<file path="config.mk">
export PLATFORM = sky130hd
export DESIGN_NAME = cos_set_handler
export DESIGN_NICKNAME = d
export VERILOG_FILES = /design/src/inc/cos_pkg.sv /design/src/hw/cos_sector_buf.sv /design/src/hw/cos_checker.sv /design/src/hw/cos_set_handler.sv
export SDC_FILE = /design/constraint.sdc
export NUM_CORES = 2
export LEC_CHECK = 0
export BUFFER_PORTS_ARGS = -buffer_cell sky130_fd_sc_hd__buf_4
export CORE_UTILIZATION = 25
export CTS_BUF_LIST = sky130_fd_sc_hd__clkbuf_2 sky130_fd_sc_hd__clkbuf_4 sky130_fd_sc_hd__clkbuf_8
export DETAILED_ROUTE_END_ITERATION = 6
export PLACE_DENSITY = 0.36
export SKIP_CTS_REPAIR_TIMING = 1
export SYNTH_ARGS = -nofsm -noshare
export SYNTH_HDL_FRONTEND = slang
export SYNTH_SLANG_ARGS = --single-unit
</file>
<file path="constraint.sdc">
create_clock -name pclk -period 12.5 [get_ports pclk]
set_input_delay 1.25 -clock pclk [delete_from_list [all_inputs] [get_ports pclk]]
set_output_delay 1.25 -clock pclk [all_outputs]
set_load 0.005 [all_outputs]
</file>
<file path="src/inc/cos_pkg.sv">
/*
 * Shared constants for the capability overlay set handler: register map,
 * command codes, overlay layout, capability reset values and result codes.
 * Assumes a 32-bit APB slave at pclk with registers on aligned words.
 */
`default_nettype none

package cos_pkg;
	// ************************************************************
	// Command decode
	// ************************************************************
	localparam logic [7:0]  CMD_CODE       = 8'hB1;   // Configuration command
	localparam logic [7:0]  FEAT_SET       = 8'h03;   // Overlay-set sub-feature
	localparam logic [7:0]  OVL_REVISION_LO = 8'h01;  // Revision word low byte
	localparam logic [7:0]  OVL_REVISION_HI = 8'h00;  // Revision word high byte
	localparam logic [7:0]  OVL_SIGNATURE  = 8'hA5;   // Integrity word low byte
	localparam int          DRV_BIT        = 4;       // Drive select in device/head

	// ************************************************************
	// Overlay layout (byte offsets inside the 512-byte sector)
	// ************************************************************
	localparam logic [8:0]  OVL_BYTES      = 9'h1FF;  // Last byte index
	localparam logic [8:0]  B_MW_LO        = 9'h002;  // Word 1 low byte
	localparam logic [8:0]  B_MW_HI        = 9'h003;  // Word 1 high byte
	localparam logic [8:0]  B_UD_LO        = 9'h004;  // Word 2 low byte
	localparam logic [8:0]  B_UD_HI        = 9'h005;  // Word 2 high byte
	localparam logic [8:0]  B_LBA_FIRST    = 9'h006;  // Word 3 low byte
	localparam logic [8:0]  B_LBA_LAST     = 9'h00D;  // Word 6 high byte
	localparam logic [8:0]  B_SIG          = 9'h1FE;  // Word 255 low byte
	localparam logic [7:0]  WORD_MW        = 8'h01;   // Word offsets for reports
	localparam logic [7:0]  WORD_UD        = 8'h02;

	// ************************************************************
	// Capability reset values
	// ************************************************************
	localparam logic [2:0]  MW_FULL        = 3'h7;
	localparam logic [5:0]  UD_FULL        = 6'h3F;
	localparam logic [63:0] LBA_NATIVE     = 64'h0000_0000_0FFF_FFFF;

	// ************************************************************
	// Register byte offsets
	// ************************************************************
	localparam logic [7:0]  A_TASK         = 8'h00;   // W: features,devhead,command
	localparam logic [7:0]  A_DATA         = 8'h04;   // W: data word (push)
	localparam logic [7:0]  A_STATUS       = 8'h08;   // R: busy, abort, done, err regs
	localparam logic [7:0]  A_CAPS         = 8'h0C;   // R: reported words 1 and 2
	localparam logic [7:0]  A_MAXLO        = 8'h10;   // R: max LBA low
	localparam logic [7:0]  A_MAXHI        = 8'h14;   // R: max LBA high
	localparam logic [7:0]  A_CTRL         = 8'h18;   // RW: own drive, selections, hpa
	localparam logic [7:0]  A_CMASK        = 8'h1C;   // R: error bit-location mask

	// Control register fields
	localparam int          C_OWN          = 0;       // This drive's select value
	localparam int          C_HPA          = 1;       // Protected area exists
	localparam int          C_FRZ          = 2;       // Freeze lock active
	localparam int          C_MWSEL_LSB    = 8;       // One-hot mw selection, 3 bits
	localparam int          C_UDSEL_LSB    = 16;      // One-hot ud selection, 6 bits
endpackage

`default_nettype wire

</file>
<file path="src/hw/cos_sector_buf.sv">
/*
 * Small sector memory holding one received overlay, byte wide.
 * Assumes one writer and one reader on pclk; read data is registered.
 */
`timescale 1ns/100ps
`default_nettype none

module cos_sector_buf #(
	parameter int DEPTH = 512,
	parameter int AW    = 9
) (
	input  wire logic          pclk,
	input  wire logic          wr_en,
	input  wire logic [AW-1:0] wr_addr,
	input  wire logic [7:0]    wr_data,
	input  wire logic [AW-1:0] rd_addr,
	output logic      [7:0]    rd_data
);
	// ************************************************************
	// Storage
	// ************************************************************
	logic [7:0] mem [DEPTH];   // No reset: content is always written first

	// Write port
	always_ff @(posedge pclk) begin
		if (wr_en) begin
			mem[wr_addr] <= wr_data;
		end
	end

	// Registered read port
	always_ff @(posedge pclk) begin
		rd_data <= mem[rd_addr];
	end
endmodule

`default_nettype wire

</file>
<file path="src/hw/cos_checker.sv">
/*
 * Reduction checker: given the current capabilities and selections
 * and the proposed overlay words, says which cleared bits are
 * forbidden. Purely combinational; assumes the caller registers results.
 */
`timescale 1ns/100ps
`default_nettype none

module cos_checker (
	input  wire logic [2:0] mw_cur,
	input  wire logic [2:0] mw_sel,
	input  wire logic [5:0] ud_cur,
	input  wire logic [5:0] ud_sel,
	input  wire logic [2:0] mw_new,
	input  wire logic [5:0] ud_new,
	output logic      [2:0] mw_bad,
	output logic      [5:0] ud_bad
);
	// ************************************************************
	// Forbidden-clear detection
	// ************************************************************
	// A bit is cleared when it is set now and zero in the proposal.
	// Higher "stays supported" is judged on the proposed result.
	always_comb begin
		mw_bad = 3'h0;
		ud_bad = 6'h0;
		// Mode 2 cannot go while selected
		if (mw_cur[2] && !mw_new[2] && mw_sel[2]) begin
			mw_bad[2] = 1'b1;
		end
		// Mode 1 needs mode 2 gone and neither selected
		if (mw_cur[1] && !mw_new[1] && (mw_new[2] || mw_sel[2] || mw_sel[1])) begin
			mw_bad[1] = 1'b1;
		end
		// Mode 0 is mandatory
		if (mw_cur[0] && !mw_new[0]) begin
			mw_bad[0] = 1'b1;
		end
		// Top synchronous mode only blocked by its own selection
		if (ud_cur[5] && !ud_new[5] && ud_sel[5]) begin
			ud_bad[5] = 1'b1;
		end
		// Lower modes: no higher mode left, none at or above selected
		for (int n = 0; n < 5; n++) begin
			if (ud_cur[n] && !ud_new[n] &&
			    (((ud_new & ud_cur) >> (n + 1)) != 6'h0 || (ud_sel >> n) != 6'h0)) begin
				ud_bad[n] = 1'b1;
			end
		end
	end
endmodule

`default_nettype wire

</file>
<file path="src/hw/cos_set_handler.sv">
/*
 * Top of the capability overlay set handler. Software posts the task file
 * and then pushes the 512-byte overlay as 256 16-bit data words over APB.
 * Assumes the host posts a command, then exactly 256 data words.
 */
// Design decisions made here: the register addresses and the APB register port.
// Operation
// - Command B1h with feature 03h selects overlay set
// - Only the addressed drive executes
// - Overlay changes only covered capability bits
// - Cleared bit removes the capability from reports
// - Bits set beyond full capability are ignored
// - Word 1 bits 15-3 reserved zero
// - Multiword mode 2 kept while selected
// - Multiword mode 1 kept if 2 supported/selected
// - Multiword mode 0 never cleared
// - Synchronous mode 5 kept while selected
// - Synchronous modes 4-1 kept if higher remain
// - Synchronous mode 0 kept if higher remain
// - Words 3-6 become the highest address
// - Reported maximum address follows the new value
// - Abort on freeze lock or forbidden clear
// - Signature A5h and zero byte checksum
// - Abort reports offending word offset, else 00h
`timescale 1ns/100ps
`default_nettype none

module cos_set_handler (
	input  wire logic        pclk,
	input  wire logic        presetn,
	input  wire logic        psel,
	input  wire logic        penable,
	input  wire logic        pwrite,
	input  wire logic [7:0]  paddr,
	input  wire logic [31:0] pwdata,
	output logic      [31:0] prdata,
	output logic             pready,
	output logic             pslverr
);
	// ************************************************************
	// Types and state
	// ************************************************************
	typedef enum logic [2:0] {S_IDLE, S_RECV, S_SCAN, S_CHECK, S_FINISH} cos_state_t;

	cos_state_t  state_r;            // Command sequencer
	logic [8:0]  wptr_r;             // Byte write pointer
	logic [8:0]  rptr_r;             // Byte scan pointer
	logic        rvalid_r;           // Read data valid, one cycle behind
	logic [8:0]  raddr_d_r;          // Address of the byte now on rd_data
	logic [7:0]  sum_r;              // Running byte sum
	logic        hdr_ok_r;           // Revision word bytes seen correct
	logic        sig_ok_r;           // Signature byte seen correct
	logic [15:0] mw_w_r;             // Proposed word 1
	logic [15:0] ud_w_r;             // Proposed word 2
	logic [63:0] lba_w_r;            // Proposed words 3-6
	logic [2:0]  mw_cap_r;           // Reported multiword modes
	logic [5:0]  ud_cap_r;           // Reported synchronous modes
	logic [63:0] max_lba_r;          // Highest accepted address
	logic        busy_r;             // Command in progress
	logic        done_r;             // Last command completed
	logic        abort_r;            // Last command aborted
	logic [7:0]  err_word_r;         // Offending word offset
	logic [15:0] err_mask_r;         // Offending bit positions
	logic [31:0] ctrl_r;             // Control register
	logic [31:0] prdata_r;           // Read data register
	logic        pready_r;           // Access answer
	logic        pslverr_r;          // Unmapped-address error

	logic [7:0]  rd_byte;            // Byte out of the sector memory
	logic        wr_en;              // Memory write strobe
	logic [8:0]  wr_addr;
	logic [7:0]  wr_data;
	logic        hi_phase_r;         // Second byte of a pushed word pending
	logic [7:0]  hi_byte_r;          // High byte held for the second write
	logic [2:0]  mw_new;             // Proposal limited to current capability
	logic [5:0]  ud_new;
	logic [2:0]  mw_bad;
	logic [5:0]  ud_bad;

	// ************************************************************
	// APB decode
	// ************************************************************
	wire logic acc    = psel && penable && !pready_r;   // Answer one cycle after access
	wire logic wr_acc = acc && pwrite;
	wire logic mapped = (paddr[7:5] == 3'h0) && (paddr[1:0] == 2'h0);

	// Command decode: right code, right sub-feature, this drive, idle
	wire logic cmd_hit = wr_acc && (paddr == cos_pkg::A_TASK) && !busy_r &&
	                     (pwdata[23:16] == cos_pkg::CMD_CODE) &&
	                     (pwdata[7:0] == cos_pkg::FEAT_SET) &&
	                     (pwdata[8 + cos_pkg::DRV_BIT] == ctrl_r[cos_pkg::C_OWN]);
	wire logic data_push = wr_acc && (paddr == cos_pkg::A_DATA) &&
	                       (state_r == S_RECV) && !hi_phase_r;

	// Access answer, one wait state
	always_ff @(posedge pclk or negedge presetn) begin
		if (!presetn) begin
			pready_r  <= 1'b0;
			pslverr_r <= 1'b0;
		end else begin
			pready_r  <= acc;
			pslverr_r <= acc && !mapped;
		end
	end

	// Read mux, registered at the answer
	always_ff @(posedge pclk or negedge presetn) begin
		if (!presetn) begin
			prdata_r <= 32'h0000_0000;
		end else if (acc && !pwrite) begin
			case (paddr)
				cos_pkg::A_STATUS: prdata_r <= {err_mask_r[7:0], err_word_r, 13'h0000,
				                                abort_r, done_r, busy_r};
				cos_pkg::A_CAPS:   prdata_r <= {10'h000, ud_cap_r, 13'h0000, mw_cap_r};
				cos_pkg::A_MAXLO:  prdata_r <= max_lba_r[31:0];
				cos_pkg::A_MAXHI:  prdata_r <= max_lba_r[63:32];
				cos_pkg::A_CTRL:   prdata_r <= ctrl_r;
				cos_pkg::A_CMASK:  prdata_r <= {16'h0000, err_mask_r};
				default:           prdata_r <= 32'h0000_0000;
			endcase
		end
	end

	// Control register, software-owned
	always_ff @(posedge pclk or negedge presetn) begin
		if (!presetn) begin
			ctrl_r <= 32'h0000_0000;
		end else if (wr_acc && (paddr == cos_pkg::A_CTRL)) begin
			ctrl_r <= pwdata & 32'h003F_0707;
		end
	end

	// ************************************************************
	// Overlay reception: one word becomes two bytes, low first
	// ************************************************************
	always_ff @(posedge pclk or negedge presetn) begin
		if (!presetn) begin
			hi_phase_r <= 1'b0;
			hi_byte_r  <= 8'h00;
			wptr_r     <= 9'h000;
		end else if (cmd_hit) begin
			hi_phase_r <= 1'b0;
			wptr_r     <= 9'h000;
		end else if (data_push) begin
			hi_phase_r <= 1'b1;
			hi_byte_r  <= pwdata[15:8];
			wptr_r     <= wptr_r + 9'h001;
		end else if (hi_phase_r) begin
			hi_phase_r <= 1'b0;
			wptr_r     <= wptr_r + 9'h001;
		end
	end

	assign wr_en   = data_push || hi_phase_r;
	assign wr_addr = wptr_r;
	assign wr_data = hi_phase_r ? hi_byte_r : pwdata[7:0];

	cos_sector_buf #(.DEPTH(512), .AW(9)) u_buf (
		.pclk    (pclk),
		.wr_en   (wr_en),
		.wr_addr (wr_addr),
		.wr_data (wr_data),
		.rd_addr (rptr_r),
		.rd_data (rd_byte)
	);

	// ************************************************************
	// Sequencer
	// ************************************************************
	// Nothing is applied until the whole sector has been scanned.
	always_ff @(posedge pclk or negedge presetn) begin
		if (!presetn) begin
			state_r  <= S_IDLE;
			rptr_r   <= 9'h000;
			rvalid_r <= 1'b0;
		end else begin
			rvalid_r <= (state_r == S_SCAN);
			case (state_r)
				S_IDLE: begin
					if (cmd_hit) begin
						state_r <= ctrl_r[cos_pkg::C_FRZ] ? S_FINISH : S_RECV;
					end
				end
				S_RECV: begin
					if (hi_phase_r && wptr_r == cos_pkg::OVL_BYTES) begin
						state_r <= S_SCAN;
						rptr_r  <= 9'h000;
					end
				end
				S_SCAN: begin
					if (rptr_r == cos_pkg::OVL_BYTES) begin
						state_r <= S_CHECK;
					end else begin
						rptr_r <= rptr_r + 9'h001;
					end
				end
				S_CHECK: begin
					if (!rvalid_r) begin
						state_r <= S_FINISH;
					end
				end
				S_FINISH: state_r <= S_IDLE;
				default:  state_r <= S_IDLE;
			endcase
		end
	end

	// Byte scan: sum, header and field capture
	always_ff @(posedge pclk or negedge presetn) begin
		if (!presetn) begin
			raddr_d_r <= 9'h000;
			sum_r     <= 8'h00;
			hdr_ok_r  <= 1'b0;
			sig_ok_r  <= 1'b0;
			mw_w_r    <= 16'h0000;
			ud_w_r    <= 16'h0000;
			lba_w_r   <= 64'h0000_0000_0000_0000;
		end else if (cmd_hit) begin
			sum_r    <= 8'h00;
			hdr_ok_r <= 1'b1;
			sig_ok_r <= 1'b0;
		end else begin
			raddr_d_r <= rptr_r;
			if (rvalid_r) begin
				sum_r <= sum_r + rd_byte;
				case (raddr_d_r)
					9'h000:  hdr_ok_r <= hdr_ok_r && (rd_byte == cos_pkg::OVL_REVISION_LO);
					9'h001:  hdr_ok_r <= hdr_ok_r && (rd_byte == cos_pkg::OVL_REVISION_HI);
					cos_pkg::B_MW_LO: mw_w_r[7:0]  <= rd_byte;
					cos_pkg::B_MW_HI: mw_w_r[15:8] <= rd_byte;
					cos_pkg::B_UD_LO: ud_w_r[7:0]  <= rd_byte;
					cos_pkg::B_UD_HI: ud_w_r[15:8] <= rd_byte;
					cos_pkg::B_SIG:   sig_ok_r <= (rd_byte == cos_pkg::OVL_SIGNATURE);
					default: begin
						if (raddr_d_r >= cos_pkg::B_LBA_FIRST && raddr_d_r <= cos_pkg::B_LBA_LAST) begin
							lba_w_r <= {rd_byte, lba_w_r[63:8]};
						end
					end
				endcase
			end
		end
	end

	// ************************************************************
	// Reduction checks
	// ************************************************************
	// Set bits beyond the current capability are dropped here.
	assign mw_new = mw_w_r[2:0] & mw_cap_r;
	assign ud_new = ud_w_r[5:0] & ud_cap_r;

	cos_checker u_chk (
		.mw_cur (mw_cap_r),
		.mw_sel (ctrl_r[cos_pkg::C_MWSEL_LSB +: 3]),
		.ud_cur (ud_cap_r),
		.ud_sel (ctrl_r[cos_pkg::C_UDSEL_LSB +: 6]),
		.mw_new (mw_new),
		.ud_new (ud_new),
		.mw_bad (mw_bad),
		.ud_bad (ud_bad)
	);

	// Format errors also abort; reserved bits of word 1 must be zero.
	wire logic fmt_bad = !hdr_ok_r || !sig_ok_r || (sum_r != 8'h00) ||
	                     (mw_w_r[15:3] != 13'h0000);
	wire logic lba_change = (lba_w_r != max_lba_r);
	wire logic hpa_block  = ctrl_r[cos_pkg::C_HPA] && lba_change;

	// ************************************************************
	// Completion and apply
	// ************************************************************
	always_ff @(posedge pclk or negedge presetn) begin
		if (!presetn) begin
			mw_cap_r   <= cos_pkg::MW_FULL;
			ud_cap_r   <= cos_pkg::UD_FULL;
			max_lba_r  <= cos_pkg::LBA_NATIVE;
			busy_r     <= 1'b0;
			done_r     <= 1'b0;
			abort_r    <= 1'b0;
			err_word_r <= 8'h00;
			err_mask_r <= 16'h0000;
		end else if (cmd_hit) begin
			busy_r     <= 1'b1;
			done_r     <= 1'b0;
			abort_r    <= 1'b0;
			err_word_r <= 8'h00;
			err_mask_r <= 16'h0000;
		end else if (state_r == S_FINISH) begin
			busy_r <= 1'b0;
			done_r <= 1'b1;
			if (ctrl_r[cos_pkg::C_FRZ] || fmt_bad || hpa_block) begin
				abort_r <= 1'b1;
			end else if (mw_bad != 3'h0) begin
				abort_r    <= 1'b1;
				err_word_r <= cos_pkg::WORD_MW;
				err_mask_r <= {13'h0000, mw_bad};
			end else if (ud_bad != 6'h0) begin
				abort_r    <= 1'b1;
				err_word_r <= cos_pkg::WORD_UD;
				err_mask_r <= {10'h000, ud_bad};
			end else begin
				mw_cap_r  <= mw_new;
				ud_cap_r  <= ud_new;
				max_lba_r <= lba_w_r;
			end
		end
	end

	assign prdata  = prdata_r;
	assign pready  = pready_r;
	assign pslverr = pslverr_r;
endmodule

`default_nettype wire

</file>
Word-level counts from Yosys, hierarchy flattened
Memories as Yosys holds them, arrays and structs flattened. A register that Yosys moved wholly into a read port is not among the register bits.
Cells that the tools add are included.
- flip-flop bits (word level): 282
- RAM bits: 4096
- memories: 1
- add/subtract/negate cells: 3
- order comparisons: 2
- equality and inequality tests: 31
- multiplexer cells: 54
- bitwise gates (word level): 8
- reduce and logical (&&, ||, !) cells: 106
- memories (name ; words ; bits a word ; read ports ; clocked after memory_dff ; wr ports ; line ; source):
    u_buf.mem ; 512 ; 8 ; 1 ; 1 ; 1 ; cos_sector_buf.sv:22 ; logic [7:0] mem [DEPTH];
- operator list (cell ; count):
    32-bit one-hot mux with 6 select lines ; 1
    16-bit 2-to-1 mux ; 5
    8-bit 2-to-1 mux ; 8
    64-bit != test ; 1
    6-bit nonzero test ; 10
    9-bit 2-to-1 mux ; 5
    1-bit logical AND ; 37
    8-bit by 5-bit equality test with 1-bit output, second input constant ; 4
    9-bit equality test, second input constant ; 3
    1-bit 2-to-1 mux ; 27
    9-bit by 1-bit adder with 9-bit output, second input constant ; 2
    9-bit by 2-bit equality test with 1-bit output, second input constant ; 2
    9-bit by 3-bit equality test with 1-bit output, second input constant ; 2
    9-bit one-hot mux with 2 select lines ; 1
    8-bit by 4-bit equality test with 1-bit output, second input constant ; 2
    8-bit equality test, second input constant ; 2
    1-bit logical NOT ; 16
    8-bit logical NOT ; 2
    3-bit 2-to-1 mux ; 5
    3-bit AND reduction ; 5
    1-bit logical OR ; 13
    13-bit nonzero test ; 1
    6-bit bitwise AND ; 2
    3-bit one-hot mux with 4 select lines ; 1
    27 further kinds ; 47

Longest topological paths before layout
- depth in word-level cells: 12
- mapped depth: 13

Cells and area by module
A second synthesis with hierarchy kept.
- cell total of the unflattened synthesis: 9088
- area, all modules: 172550.5 µm²
- modules (own cells, without submodules) (module ; instances ; cells an instance ; area each (µm²) ; seq. area each (µm²)):
    cos_sector_buf ; 1 ; 8030 ; 159927.1 ; 123158.1
    cos_set_handler ; 1 ; 1039 ; 12479.5 ; 6702.7
    cos_checker ; 1 ; 19 ; 143.9 ; 0.0

Worst setup path before layout
OpenSTA, ideal clock, no wires.
- path kind: input-to-reg
- from: in pwdata[0]
- to: mem u_buf.mem[0][0], data pin
- library setup time: 0.912 ns
- data arrival time: 4.767 ns
- path slack: 6.822 ns
- stages: 1
- path buffers: 0
- cells stage by stage: mux2_2
- word-level cells in the longest chain between the ends: 1
- RTL lines (item ; line ; source):
    start, declared ; cos_set_handler.sv:35 ; input wire logic [31:0] pwdata,
    8-bit 2-to-1 mux ; cos_set_handler.sv:156 ; assign wr_data = hi_phase_r ? hi_byte_r : pwdata[7:0];
    end, declared ; cos_sector_buf.sv:22 ;
Every way passes these cells.

==> qor.yml <==
min_path_cells: 2
slew_violations: 0
worstPathMaxFanout: 60
num_io_pins: 79
clockBufferDepth: 4
synth_area_um2: 170300
crit_start: "rptr_r[0]"
setup_viol: 0
drtPass1Iterations: 6
yosysWarnings: 0
grt_use_total_pct: 16.24
die-area_um2: 684400
die_w_um: 827.3
synth_area_leaders: "edfxtp_1 72%, mux4_2 13%, dfrtp_1 3.4%"
syn_nets: 8276
rsz0062_at_grt: "false"
regArea_um2: 129900
vdd_drop_max_mv: 0.1118
finalClockSkew_ps: 136.3
antenna_left: 0
synth_edf_count: 4096
required_ps: 13570
netlist_instances: 8216
hpwl_mm: 342.7
syn_avg_cell_area_um2: 20.73
first_iter_violations: 7397
worst_ep_arrival_time_ps: 7050
vias: 86290
startpoint_type: "flip-flop"
coreArea_um2: 677500
gp_congestion: 0.7638
initial_core_util_pct: 25.13
hp-start: "pwdata[14]"
critPathKind: "reg2reg"
p_leak_uw: 0.06048
yosys-top-cells-count: "4096 x edfxtp_1, 1009 x mux4_2, 614 x nor2_1, 250 x clkbuf_1, 229 x dfrtp_1"
r2r_setup_slack_ps: 6520
place_area_um2: 181900
fp-row-count: 302
wl_mm: 570.3
final.fill_count: 66380
cts.sinks: 4370
cts_root_buf: "clkbuf_8"
final_nets: 8838
drc: 0
clk_latency_ps: 1360
synth_top_area_share_pct: 72.23
whs_endpoint: "hi_byte_r[6]"
post-route-cell-area_um2: 197100
ys_ff_latch: 4370
status: "finished clean"
cts_tree: "done"
ys.flop_type: "edfxtp_1"
multi_input_area_um2: 38230
hold_violations: 0
maxCapViolCount: 0
fmax_mhz: 167.2
endpoint_kind: "flip-flop"
hp-class: "in2reg"
ys_types: 83
fin_crit_sh_pct: 47.85
finalNonFillerCells: 18380
die_y_um: 827.3
cts_max_level: 6
grt_max_degree: 171
grt_overflow_total: 0
ff2ff_path_depth: 9
seq_area_frac_synth_pct: 76.26
grt_pass1_vias: 91000
vias_per_cell: 4.695
antenna_found_initial: 55
regToRegStartpoint: "rptr_r[0]"
worstMarginPinSlew_ps: 1302
place_inst: 16970
r2r_end: "u_buf.rd_data[4]"
fin_setup_tns_ps: 0
routedWlPerCell_um: 31.03
async_reset_ff_share_pct: 6.087
layout-drive-gt1-share_pct: 29.63
numPortBuffers: 70
yosys.area.top_type: "edfxtp_1"
yosys.cell_count.top_type: "edfxtp_1"
path_clk_slew_ps: 60
p_per_area_nw_per_um2: 149.8
synthToLayoutAreaGrowth_pct: 15.74
grt_pass1_wl_mm: 776.5
finalCriticalPeriod_ps: 5981
slew_headroom_pct: 12.28
numCtsBuffers: 770
==> power breakdown <==
group          switching, uW  total [uW]  internal, uW
Sequential              1.18       16000         16000
Clock                   6240       13200          6970
Combinational            276         301          25.4
Total                   6520       29500         23000
==> layout make-up <==
cell class / instances / share of cell area, %
Multi-Input combinational cell: 3325 / 19.40
Antenna cell: 19 / 0.02412
Inverter: 20 / 0.04254
Timing Repair Buffer: 291 / 1.280
Tap cell: 8968 / 5.693
Clock buffer: 1052 / 6.528
Clock inverter: 334 / 1.130
Sequential cell: 4370 / 65.90
==> cells in the final DEF, fill, tap and decap left out, types with 19 or more instances in the layout <==
cell,netlist,layout
a211oi_1,41,40
a21oi_1,132,132
a221oi_1,55,55
a22o_1,54,54
a22oi_1,183,183
buf_12,0,26
buf_4,67,262
clkbuf_4,0,258
clkbuf_8,0,794
clkinv_1,1,200
clkinv_2,0,69
dfrtp_1,229,221
dfstp_2,37,37
diode_2,0,19
edfxtp_1,4096,4096
mux2_2,184,176
mux2i_1,192,192
mux4_2,1009,1009
nand2_1,193,174
nand2b_1,20,19
nand3_1,32,31
nand4_1,19,19
nor2_1,614,605
nor2b_1,28,24
nor3_1,43,39
nor4_1,33,32
o21ai_0,89,88
o221ai_1,32,32
o22ai_1,68,68
xor2_1,71,71
==> flip-flops by register name, indices dropped and copies added (netlist names), 9 cells and up <==
name       cells
mw_w_r        16
raddr_d_r      9
max_lba_r     64
u_buf.mem   4096
ctrl_r        12
rptr_r         9
prdata        32
lba_w_r       64
wptr_r         9
==> through the flow <==
stage / total power (uW) / setup slack (ps) / util (%) / hold slack [ps]
2_1_floorplan: 16460 / 6822 / - / 433.5
3_3_place_gp: 16600 / 6126 / 26.85 / 371.3
3_5_place_dp: 16620 / 6047 / 26.85 / 365.9
4_1_cts: 29930 / 6368 / 29.08 / -227.4
5_1_grt: 30490 / 6107 / 29.08 / 57.57
6_report: 29510 / 6519 / 29.09 / 171.9
==> critical path, stage by stage, from the launching register on <==
cell       delay, ps
dfrtp_4          740
buf_12           490
buf_4            740
buf_4            620
mux4_2           590
a22o_1           300
a221oi_1         830
o221ai_1         530
a211oi_1         360
a2bb2oi_1        360
==> logic make-up (layout without fill, tap and decap cells) <==
group,after synthesis,after routing,synth area share (%)
compound gates,772,772,3.207
buf+inv,521,1697,1.535
mux,1391,1391,15.73
xor+xnor,84,84,0.4321
fa+ha+maj,15,15,0.1146
flops,4370,4370,76.26
simple gates,1063,1063,2.717
other cells,0,19,0
==> per-layer routing <==
| metal | track usage, % | up-vias | routed length, um | part of all wire, % |
|---|---|---|---|---|
| met4 | 3.614 | 4 | 12480 | 2.2 |
| met5 | 0 | - | 21 | 0.0037 |
| met1 | 22.68 | 47530 | 256700 | 45 |
| met3 | 2.635 | 774 | 29460 | 5.2 |
| li1 | - | 35400 | - | - |
| met2 | 26.65 | 2590 | 271600 | 48 |
==> how the worst max path moves through the flow <==
stage	to	cells after the start	slack, ps
2_1_floorplan	u_buf.mem[0][0]	1	6820
3_3_place_gp	u_buf.mem[31][5]	7	6130
3_5_place_dp	u_buf.mem[31][7]	7	6050
4_1_cts	u_buf.rd_data[4]	9	6370
5_1_grt	u_buf.rd_data[3]	9	6110
6_report	u_buf.rd_data[4]	9	6520
No activity file was read; power rests on OpenSTA's default activity.
